`config.mk`:
```
export PLATFORM = sky130hd
export DESIGN_NAME = acr_bank
export DESIGN_NICKNAME = d
export VERILOG_FILES = /design/src/shared/acr_pkg.sv /design/src/core/acr_bank.sv
export SDC_FILE = /design/constraint.sdc
export NUM_CORES = 1
export LEC_CHECK = 0
export BUFFER_PORTS_ARGS = -buffer_cell sky130_fd_sc_hd__buf_2
export CORE_MARGIN = 1.5
export CORE_UTILIZATION = 60
export CTS_CLUSTER_DIAMETER = 40
export CTS_CLUSTER_SIZE = 28
export DETAILED_ROUTE_END_ITERATION = 16
export PLACE_DENSITY = 0.88
export SYNTH_ARGS = -nofsm -noshare
export SYNTH_HDL_FRONTEND = slang
export SYNTH_SLANG_ARGS = --single-unit
```
`constraint.sdc`:
```
create_clock -name clk -period 7.3 [get_ports clk]
set_clock_uncertainty 0.2 [all_clocks]
set_input_delay 0.365 -clock clk [delete_from_list [all_inputs] [get_ports clk]]
set_output_delay 0.365 -clock clk [all_outputs]
set_load 0.02 [all_outputs]
```
`src/shared/acr_pkg.sv`:
```
// Package: register map, field positions and encodings of the ADC control register bank
package acr_pkg;

  localparam logic [15:0] ADDR_FILTER_CTRL = 16'h0001;
  localparam logic [15:0] ADDR_POWER_CTRL  = 16'h0002;
  localparam logic [15:0] ADDR_OFFSET      = 16'h0003;
  localparam logic [15:0] ADDR_GAIN        = 16'h0004;
  localparam logic [15:0] ADDR_THRESHOLD   = 16'h0005;

  localparam logic [15:0] FILTER_CTRL_RESET = 16'h001A;
  localparam logic [15:0] POWER_CTRL_RESET  = 16'h009B;
  localparam logic [15:0] OFFSET_RESET      = 16'h0000;
  localparam logic [15:0] GAIN_RESET        = 16'hA000;
  localparam logic [15:0] THRESHOLD_RESET   = 16'hCCCC;

  localparam int BIT_COEFF_LOAD  = 15;
  localparam int BIT_RD_THRESH   = 14;
  localparam int BIT_RD_GAIN     = 13;
  localparam int BIT_RD_OFFSET   = 12;
  localparam int BIT_RD_STATUS   = 11;
  localparam int BIT_SYNC        = 9;
  localparam int FLEN_HI         = 8;
  localparam int FLEN_LO         = 5;
  localparam int BIT_STAGE3_USE  = 4;
  localparam int DEC_HI          = 2;
  localparam int BIT_CHIP_SLEEP  = 3;
  localparam int BIT_ECONOMY     = 2;
  localparam int BIT_AMP_SLEEP   = 0;
  localparam int STAT_LOAD_OK    = 7;

  // Self-clearing bits 15..9 are never stored
  localparam logic [15:0] FILTER_CTRL_KEEP = 16'h01FF;

  // Coefficients per step n of the length field (field is 2n-1 -> 6n)
  localparam logic [5:0] COEFF_PER_STEP = 6'h06;
  localparam logic [5:0] STATUS_PART_ID = 6'h00;  // Arbitrary identity value

  typedef enum logic [2:0] {ACR_RD_CONV, ACR_RD_THRESH, ACR_RD_GAIN,
                            ACR_RD_OFFSET, ACR_RD_STATUS} acr_rd_sel_t;
  typedef enum {ACR_IDLE, ACR_COEFF, ACR_SUM} acr_load_t;

endpackage

```
`src/core/acr_bank.sv`:
```
// Control register bank of a sigma-delta ADC: 32-bit write words, read redirect, coefficient download
//
// Functional notes
// Host sends address, then 16-bit data.
// Write word: address high, data low.
// Filter control at 0x001, resets 0x001A.
// Coefficient load takes following coefficient writes.
// Host sets length with load bit.
// Bit 14 redirects next read: threshold.
// Bit 13 redirects next read: gain.
// Bit 12 redirects next read: offset.
// Bit 11 redirects next read: status.
// Host sets one redirect bit per write.
// After redirected read, return conversion results.
// Bits 15 to 9 self-clear.
// Host writes 0 to bit 10.
// Host writes ones to reserved one-bits.
// Bit 9 starts filter synchronisation.
// Bit 4 low bypasses third stage.
// Decimation field sets second-stage ratio.
// Power control at 0x002, resets 0x009B.
// Power bit 3 sleeps whole chip.
// Power bit 2 selects economy operation.
// Power bit 0 sleeps input amplifier.
// Checksum match sets status bit 7.
// Offset, gain, threshold at 0x003..0x005.
`timescale 1ns/100ps
`default_nettype none

module acr_bank
  import acr_pkg::*;
(
  input  wire logic        clk,
  input  wire logic        rst,
  input  wire logic        wr_valid,
  input  wire logic [31:0] wr_word,
  input  wire logic        rd_req,
  input  wire logic [23:0] conv_result,
  input  wire logic        overrange,
  output logic      [23:0] rd_data,
  output logic             rd_valid,
  output logic             sync_start,
  output logic             stage3_use,
  output logic      [5:0]  stage2_ratio,
  output logic      [3:0]  coeff_count_select,
  output logic             coeff_wr,
  output logic      [23:0] coeff_data,
  output logic             load_busy,
  output logic             load_sum_match,
  output logic             chip_sleep,
  output logic             economy_operation,
  output logic             input_amp_sleep
);

  // ---------------------------------------------------------------
  // Decode helpers
  // ---------------------------------------------------------------
  function automatic logic [5:0] ratio_of(input logic [2:0] code);
    case (code)
      3'h3:    ratio_of = 6'h08;
      3'h4:    ratio_of = 6'h10;
      3'h5:    ratio_of = 6'h20;
      default: ratio_of = 6'h04;
    endcase
  endfunction

  function automatic logic [15:0] byte_sum(input logic [31:0] w);
    byte_sum = {8'h00, w[31:24]} + {8'h00, w[23:16]} + {8'h00, w[15:8]} + {8'h00, w[7:0]};
  endfunction

  // Even length codes round down; a 4-bit sum would wrap for the longest filter
  function automatic logic [5:0] coeff_total(input logic [3:0] flen);
    case (flen)
      4'h1, 4'h2: coeff_total = COEFF_PER_STEP * 6'h01;
      4'h3, 4'h4: coeff_total = COEFF_PER_STEP * 6'h02;
      4'h5, 4'h6: coeff_total = COEFF_PER_STEP * 6'h03;
      4'h7, 4'h8: coeff_total = COEFF_PER_STEP * 6'h04;
      4'h9, 4'hA: coeff_total = COEFF_PER_STEP * 6'h05;
      4'hB, 4'hC: coeff_total = COEFF_PER_STEP * 6'h06;
      4'hD, 4'hE: coeff_total = COEFF_PER_STEP * 6'h07;
      4'hF:       coeff_total = COEFF_PER_STEP * 6'h08;
      default:    coeff_total = 6'h00;
    endcase
  endfunction

  function automatic acr_rd_sel_t rd_target(input logic [15:0] dat);
    // Priority only matters if the host breaks the one-bit-per-write rule
    if (dat[BIT_RD_THRESH]) begin
      rd_target = ACR_RD_THRESH;
    end else if (dat[BIT_RD_GAIN]) begin
      rd_target = ACR_RD_GAIN;
    end else if (dat[BIT_RD_OFFSET]) begin
      rd_target = ACR_RD_OFFSET;
    end else if (dat[BIT_RD_STATUS]) begin
      rd_target = ACR_RD_STATUS;
    end else begin
      rd_target = ACR_RD_CONV;
    end
  endfunction

  logic [15:0] filter_ctrl;
  logic [15:0] power_ctrl;
  logic [15:0] offset_reg;
  logic [15:0] gain_reg;
  logic [15:0] thresh_reg;
  acr_rd_sel_t rd_sel;
  acr_load_t   load_state;
  logic [5:0]  coeff_left;
  logic [15:0] sum_acc;
  logic [15:0] status_word;
  logic [15:0] wr_addr;
  logic [15:0] wr_dat;
  logic        ctrl_wr;
  logic        reg_phase;

  // ---------------------------------------------------------------
  // Write decode
  // ---------------------------------------------------------------
  assign wr_addr   = wr_word[31:16];
  assign wr_dat    = wr_word[15:0];
  // Writes during a download belong to the coefficient stream, not the map
  assign reg_phase = wr_valid && (load_state == ACR_IDLE);
  assign ctrl_wr   = reg_phase && (wr_addr == ADDR_FILTER_CTRL);

  // ---------------------------------------------------------------
  // Status word
  // ---------------------------------------------------------------
  always_comb begin
    status_word                = 16'h0000;
    status_word[15:10]         = STATUS_PART_ID;
    status_word[9]             = power_ctrl[BIT_ECONOMY];
    status_word[8]             = overrange;
    status_word[STAT_LOAD_OK]  = load_sum_match;
    // Filter-pass check not modelled, reads 0
    status_word[6]             = 1'b0;
    status_word[5]             = (filter_ctrl[FLEN_HI:FLEN_LO] != 4'h0);
    status_word[4]             = ~filter_ctrl[BIT_STAGE3_USE];
    status_word[3]             = 1'b1;
    status_word[2:0]           = filter_ctrl[DEC_HI:0];
  end

  // ---------------------------------------------------------------
  // Stored registers
  // ---------------------------------------------------------------
  // Self-clearing bits never reach storage; sync gives a pulse, redirect and load bits set state
  always_ff @(posedge clk or posedge rst) begin
    if (rst) begin
      filter_ctrl <= FILTER_CTRL_RESET;
    end else if (ctrl_wr) begin
      filter_ctrl <= wr_dat & FILTER_CTRL_KEEP;
    end
  end

  always_ff @(posedge clk or posedge rst) begin
    if (rst) begin
      power_ctrl <= POWER_CTRL_RESET;
    end else if (reg_phase && (wr_addr == ADDR_POWER_CTRL)) begin
      power_ctrl <= wr_dat;
    end
  end

  always_ff @(posedge clk or posedge rst) begin
    if (rst) begin
      offset_reg <= OFFSET_RESET;
    end else if (reg_phase && (wr_addr == ADDR_OFFSET)) begin
      offset_reg <= wr_dat;
    end
  end

  always_ff @(posedge clk or posedge rst) begin
    if (rst) begin
      gain_reg <= GAIN_RESET;
    end else if (reg_phase && (wr_addr == ADDR_GAIN)) begin
      gain_reg <= wr_dat;
    end
  end

  always_ff @(posedge clk or posedge rst) begin
    if (rst) begin
      thresh_reg <= THRESHOLD_RESET;
    end else if (reg_phase && (wr_addr == ADDR_THRESHOLD)) begin
      thresh_reg <= wr_dat;
    end
  end

  // ---------------------------------------------------------------
  // Configuration outputs
  // ---------------------------------------------------------------
  always_ff @(posedge clk or posedge rst) begin
    if (rst) begin
      stage3_use         <= 1'b0;
      stage2_ratio       <= 6'h04;
      coeff_count_select <= 4'h0;
    end else begin
      stage3_use         <= filter_ctrl[BIT_STAGE3_USE];
      stage2_ratio       <= ratio_of(filter_ctrl[DEC_HI:0]);
      coeff_count_select <= filter_ctrl[FLEN_HI:FLEN_LO];
    end
  end

  always_ff @(posedge clk or posedge rst) begin
    if (rst) begin
      chip_sleep         <= 1'b0;
      economy_operation  <= 1'b0;
      input_amp_sleep    <= 1'b0;
    end else begin
      chip_sleep         <= power_ctrl[BIT_CHIP_SLEEP];
      economy_operation  <= power_ctrl[BIT_ECONOMY];
      input_amp_sleep    <= power_ctrl[BIT_AMP_SLEEP];
    end
  end

  always_ff @(posedge clk or posedge rst) begin
    if (rst) begin
      sync_start         <= 1'b0;
    end else begin
      // One-cycle pulse; several devices written together align their filters
      sync_start         <= ctrl_wr && wr_dat[BIT_SYNC];
    end
  end

  // ---------------------------------------------------------------
  // Read redirect
  // ---------------------------------------------------------------
  always_ff @(posedge clk or posedge rst) begin
    if (rst) begin
      rd_sel <= ACR_RD_CONV;
    end else if (ctrl_wr && (rd_target(wr_dat) != ACR_RD_CONV)) begin
      rd_sel <= rd_target(wr_dat);
    end else if (rd_req) begin
      rd_sel <= ACR_RD_CONV;
    end
  end

  always_ff @(posedge clk or posedge rst) begin
    if (rst) begin
      rd_data  <= 24'h00_0000;
      rd_valid <= 1'b0;
    end else begin
      rd_valid <= rd_req;
      if (rd_req) begin
        case (rd_sel)
          ACR_RD_THRESH: rd_data <= {thresh_reg, 8'h00};
          ACR_RD_GAIN:   rd_data <= {gain_reg, 8'h00};
          ACR_RD_OFFSET: rd_data <= {offset_reg, 8'h00};
          ACR_RD_STATUS: rd_data <= {status_word, 8'h00};
          default:       rd_data <= conv_result;
        endcase
      end
    end
  end

  // ---------------------------------------------------------------
  // Coefficient download
  // ---------------------------------------------------------------
  always_ff @(posedge clk or posedge rst) begin
    if (rst) begin
      load_state     <= ACR_IDLE;
      coeff_left     <= 6'h00;
      sum_acc        <= 16'h0000;
      load_sum_match <= 1'b0;
      coeff_wr       <= 1'b0;
      coeff_data     <= 24'h00_0000;
      load_busy      <= 1'b0;
    end else begin
      coeff_wr <= 1'b0;
      case (load_state)
        ACR_IDLE: begin
          // A zero length field means default filter: nothing to take
          if (ctrl_wr && wr_dat[BIT_COEFF_LOAD] && (wr_dat[FLEN_HI:FLEN_LO] != 4'h0)) begin
            load_state     <= ACR_COEFF;
            coeff_left     <= coeff_total(wr_dat[FLEN_HI:FLEN_LO]);
            sum_acc        <= 16'h0000;
            load_sum_match <= 1'b0;
            load_busy      <= 1'b1;
          end
        end
        ACR_COEFF: begin
          if (wr_valid) begin
            coeff_wr   <= 1'b1;
            coeff_data <= wr_word[23:0];
            sum_acc    <= sum_acc + byte_sum(wr_word);
            coeff_left <= coeff_left - 6'h01;
            if (coeff_left == 6'h01) begin
              load_state <= ACR_SUM;
            end
          end
        end
        ACR_SUM: begin
          if (wr_valid) begin
            load_sum_match <= (wr_dat == sum_acc);
            load_state     <= ACR_IDLE;
            load_busy      <= 1'b0;
          end
        end
        default: load_state <= ACR_IDLE;
      endcase
    end
  end

endmodule

`default_nettype wire

```
# After elaboration in Yosys (flattened, before gate mapping)
# Memories as Yosys holds them, arrays and structs flattened.
# Cells that the tools add are included.
# W data, S select, Z words.
[totals] ff_bits=185 mem_bits_ro=80 in_bits=61 elab_cells=98 memories=1
[mem_list] name="(no name shown)" words=16 word_bits=5 read_ports=1 rd_clocked_by_memory_dff=0 wr=0 line="acr_bank.sv:73" rtl="case (flen)"
[op_classes] addsub=5 n_eq_ne=20 n_mux=27 bitwise_logic=1 reduce_logical=22
[op_table] cell="$mux W32" count=4
[op_table] cell="$pmux W24 S4" count=1
[op_table] cell="$pmux W32 S3" count=1
[op_table] cell="$logic_not A32 Y1" count=2
[op_table] cell="$eq A16 B2 Y1 const B" count=2
[op_table] cell="$eq A16 B3 Y1 const B" count=2
[op_table] cell="$eq A32 B1 Y1 const B" count=1
[op_table] cell="$eq A32 B2 Y1 const B" count=1
[op_table] cell="$mux W16" count=2
[op_table] cell="$pmux W16 S2" count=1
[op_table] cell="$mux W3" count=6
[op_table] cell="$pmux W6 S3" count=1
[op_table] cell="$add A16 B11 Y16" count=1
[op_table] cell="$eq A16 B1 Y1 const B" count=1
[op_table] cell="$eq A16 B16 Y1" count=1
[op_table] cell="$mux W6" count=2
[op_table] cell="$pmux W6 S2" count=1
[op_table] cell="$add A10 B8 Y11" count=1
[op_table] cell="$add A9 B8 Y10" count=1
[op_table] cell="$logic_and A1 B1 Y1" count=10
[op_table] cell="$add A8 B8 Y9" count=1
[op_table] cell="$eq A3 B2 Y1 const B" count=3
[op_table] cell="$eq A3 B3 Y1 const B" count=3
[op_table] cell="$ne A2 B2 Y1 const B" count=4
[op_table] cell="other kinds (12)" count=22

# Depth between registers and ports, before layout
[logic_depth] word_depth=7 ltp_mapped=15 mapped_depth_nobuf=14

# Worst setup path before layout
# OpenSTA, ideal clock, no wires.
[synth_path] path_kind="input-to-reg" from="input wr_word[7]" to="register sum_acc[14]" arrival_ns=3.799 required_ns=7.013 path_slack_ns=3.214 stages=15 cell_sequence="clkbuf_1 -> inv_1 -> fa_1 -> inv_1 -> fa_1 -> inv_1 -> fa_1 -> inv_1 -> ha_1 -> a2111oi_0 -> o21ai_0 -> nand2_1 -> o2111ai_1 -> nor2b_1 -> o211ai_1"
[synth_via] elab_chain_len=4
[synth_lines] element="from (decl)" line="acr_bank.sv:36" rtl="input wire logic [31:0] wr_word,"
[synth_lines] element="$add A10 B8 Y11 / $reduce_bool A4 Y1 (equally long branches)" line="acr_bank.sv:68, acr_bank.sv:270"
[synth_lines] element="$add A16 B11 Y16 / $logic_and A1 B1 Y1 (equally long branches)" line="acr_bank.sv:282, acr_bank.sv:270"
[synth_lines] element="$mux W16 / $ne A2 B2 Y1 (equally long branches)"
[synth_lines] element="$pmux W16 S2 / $reduce_and A3 Y1 (equally long branches)"
[synth_lines] element="to (signal assigned)" line="acr_bank.sv:282" rtl="sum_acc <= sum_acc + byte_sum(wr_word);"
[synth_lines] element="to (decl)" line="acr_bank.sv:109" rtl="logic [15:0] sum_acc;"
# Parallel ways exist; a longest one is shown, timed or not. The select of a mux whose other input is x is not followed.
# A chain may end at the register's enable or synchronous reset.

# Final worst setup path
[layout_path] from="input wr_word[17]" to="register sum_acc[13]"
[layout_via] elab_chain_len=6
[layout_lines] element="$add A8 B8 Y9 / $eq A16 B1 Y1 (equally long branches)" line="acr_bank.sv:68, acr_bank.sv:123"
[layout_lines] element="$add A9 B8 Y10 / $logic_and A1 B1 Y1 (equally long branches)" line="acr_bank.sv:68, acr_bank.sv:123"
[layout_lines] element="$add A10 B8 Y11 / $logic_and A1 B1 Y1 (equally long branches)" line="acr_bank.sv:68, acr_bank.sv:270"
[layout_lines] element="$add A16 B11 Y16 / $logic_and A1 B1 Y1 (equally long branches)" line="acr_bank.sv:282, acr_bank.sv:270"
[layout_lines] element="$mux W16 / $ne A2 B2 Y1 (equally long branches)"
[layout_lines] element="$pmux W16 S2 / $reduce_and A3 Y1 (equally long branches)"
# Parallel ways exist; a longest one is shown, timed or not. The select of a mux whose other input is x is not followed.

==> key figures <==
Worst setup path
  • WP data required: 7.44 ns
  • Crit. End Element: register
  • Slowest CP cell: fa_1
  • Critical Path Max Stage Delay: 0.51 ns
  • Worst-path cell chain: buf_2, inv_1, fa_1, fa_1, fa_1, inv_1, ha_1, fa_1, a211oi_1, o211ai_1, a41o_1, a31oi_1, o21ai_0, o21ai_0
  • Critical Path Most Common Cell: fa_1
  • CP Launch Type: input port
  • Maximum fanout along the worst path: 6
  • CP arrival: ~4.2 ns
  • CP Class: input port to register
  • CP delay by family, top: adder cells
  • Crit path buffers/inverters: 3

Power
  • Switching portion of total power: 25.77%
  • Clock group share of total power: 43.5%
  • Cell area power density: around 230 mW/mm²
  • Share of power burned in registers: about two fifths
  • Leak: 4.605 nW
  • Overall power: about 2.1 mW
  • Switch Pwr: 547.5 µW
  • P_int: 1.577 mW
  • Peak VDD IR: between 0.15 and 0.2 mV
  • Logic pwr share: 16.1%

Timing
  • Final setup fails: 0
  • Fin. max-slew vios: 0
  • Final Hold Viols: 0
  • Fmax: 243.5 MHz
  • Worst slew pin tran: 1.174 ns
  • RSZ-0062 raised after global routing: no
  • Min Tclk post-route: 4.107 ns
  • Final period utilization: 56.26%
  • Setup TNS: 0 ns
  • Slew HR: between 20% and 30%

CTS
  • CTS tree: yes
  • CTS root buffer: clkbuf_16
  • Htree depth: 4
  • Clock-pin slew on the worst setup and hold paths: approximately 0.060 ns
  • Post-CTS Resized: 0
  • Clk sinks: 151
  • Worst skew pair latency: between 0.4 and 0.5 ns
  • CTS Hold Bufs: 9
  • # Post-CTS Setup Buffers: 0
  • CTS max path bufs: 2
  • Total CTS buffers: 17

Final layout
  • Area of the multi-input gates: 0.003562 mm²
  • Register area: 0.003797 mm²
  • Fill cells: 845
  • Fin nets: 994
  • Largest regs: coeff_data (24), rd_data (24)
  • Syn-to-layout area delta: 17.86%
  • Diode count: 0
  • Layout cells sized above 1: 24.92%
  • Final instance area: 0.009304 mm²

Global routing
  • First-pass GRT wire length: 32.69 mm
  • Total GRT Usage: 30.63%
  • Vias in the first global route: 6,283
  • Aggregate global routing overflow: 0
  • Largest net degree at the start of global routing: 83
  • Initial antenna violation count: 0

Logic synthesis
  • Post-synthesis cell area: between 0.007 and 0.008 mm²
  • Number of synthesized flops with an enable pin: 0
  • Top FF cell, synth: dfrtp_1
  • Share of the synthesized area in the top cell type: between 40 and 50%
  • Top cells by area, synth: dfrtp_1 (43%), o21ai_0 (6.1%), fa_1 (5.8%), nand2_1 (5.2%), dfstp_2 (5.0%)
  • Async S/R FF share, synth: 100.0%
  • Seq/Total Area, Yosys: around 48%
  • Yosys cell types: 55
  • Seq cells post-synth: approximately 150
  • Synth area leader: dfrtp_1
  • Avg Cell Area, Syn: approximately 10 µm²
  • Yosys synthesis warning count: 0
  • Mapped Cells: ~770

Routing
  • Vias post-DR: 6,387
  • Vias per cell: slightly below 6
  • Drt drc: 0
  • 1st-iter DRT viols: 556
  • Drt first pass iters: 5
  • DRT Wirelength: 20.50 mm
  • Antenna viol nets, final: 0
  • Routed len/inst: 19.07 µm

Place
  • HPWL Detailed: 13.96 mm
  • Port Buffer Count: roughly 130
  • Cell Area, Placed: 0.008588 mm²
  • GP Congestion: 0.9121

Floorplanning
  • Core area: ~0.013 mm²
  • # rows: 41
  • Die width: 117.7 µm
  • Die Ht: 117.7 µm
  • I/O pin total: between 100 and 150
  • Effective utilization at floorplan: 62.05%
  • Total die area: 0.01385 mm²

Job
  • Number of max-cap violations: 0

Min path
  • Hold WC Path Type: input port to register

Run status
  • Status: finished, final reports clean
-- layer usage --
layer  global-route usage, %  share of wire [%]  vias to the layer above  routed length, µm
met4                   14.71                4.1                        0                842
met3                   7.800                7.9                       70               1622
met1                   38.00                 38                     3134               7780
met5                       0                  0                        -                  0
met2                   50.44                 50                      330              10250
li1                        -                  -                     2853                  -
-- power by group through the flow --
stage	Clock, mW	Combinational [mW]	Sequential (mW)
after floorplan	0	0.212	0.889
after global placement	0	0.320	0.871
after detailed placement	0	0.327	0.872
after CTS	0.930	0.337	0.857
after global routing	0.968	0.382	0.859
final	0.924	0.342	0.858
-- layout make-up --
cell class,instances,share of cell area [%]
flip-flops and latches,151,40.81
repair buffers,137,7.934
inverters,96,3.927
multi-input cells,487,38.29
clock buffers,24,5.178
well taps,172,2.313
clock inverters,8,1.547
-- final timing paths --
kind / from / end / slack (ns) / cells past startpoint
min in group asynchronous: rst / rd_data[1] / 0.43 / 3
worst min-delay path: wr_word[17] / sync_start / 0.02 / 2
worst max register to register: sum_acc[1] / sum_acc[13] / 3.94 / 11
worst max-delay path: wr_word[17] / sum_acc[13] / 3.19 / 14
worst min register to register: filter_ctrl[8] / coeff_count_select[3] / 0.19 / 0
max in group asynchronous: rst / rd_data[22] / 5.13 / 4
-- cells in the mapped netlist (2+ instances only) --
cell	number
a2111oi_0	3
a211oi_1	6
a21o_1	3
a21oi_1	18
a22o_1	7
a31oi_1	11
buf_2	4
buf_4	3
clkbuf_1	32
dfrtp_1	136
dfstp_2	15
fa_1	23
ha_1	20
inv_1	96
mux2_2	29
mux2_4	2
mux2i_1	2
mux4_2	15
nand2_1	109
nand2b_1	9
nand3_1	18
nand3b_1	2
nand4_1	3
nand4b_1	2
nor2_1	30
nor2b_1	4
nor3_1	5
nor3_4	2
nor4_1	10
o211ai_1	11
o21ai_0	96
o21bai_1	2
xnor2_1	13
xor2_1	12
-- cell usage in the layout (no fill, tap or decap), drive strengths merged, types with 20 or more instances in the layout --
master,netlist,routed
buf,9,128
clkbuf,32,24
dfrtp,136,136
fa,23,23
ha,20,20
inv,96,96
mux2,31,31
nand2,109,109
nor2,30,30
o21ai,96,96
-- kinds of logic (layout without fill, tap and decap cells) --
family	Yosys count	count (layout)	synth area share, %
muxes	48	48	9.050
other	1	2	0.04751
AOI/OAI and AO/OA	165	165	12.14
and+or+nand+nor	204	204	12.06
DFF	151	151	48.11
xor gates and xnor gates	25	25	2.774
adders and majority gates	43	43	9.003
buffers and inverters	137	265	6.816
-- per-stage QoR --
stage	util, %	worst slack, ns	std cells	hold WS [ns]
6_report	73.13	3.193	1075	0.01579
5_1_grt	73.13	2.963	1075	0.008773
4_1_cts	73.13	3.236	1075	0.006443
3_5_place_dp	67.51	2.857	1034	0.1827
3_3_place_gp	67.51	2.953	1034	0.1831
2_1_floorplan	-	2.695	775	0.1701
Note: power is estimated with default switching activity, not from simulation.
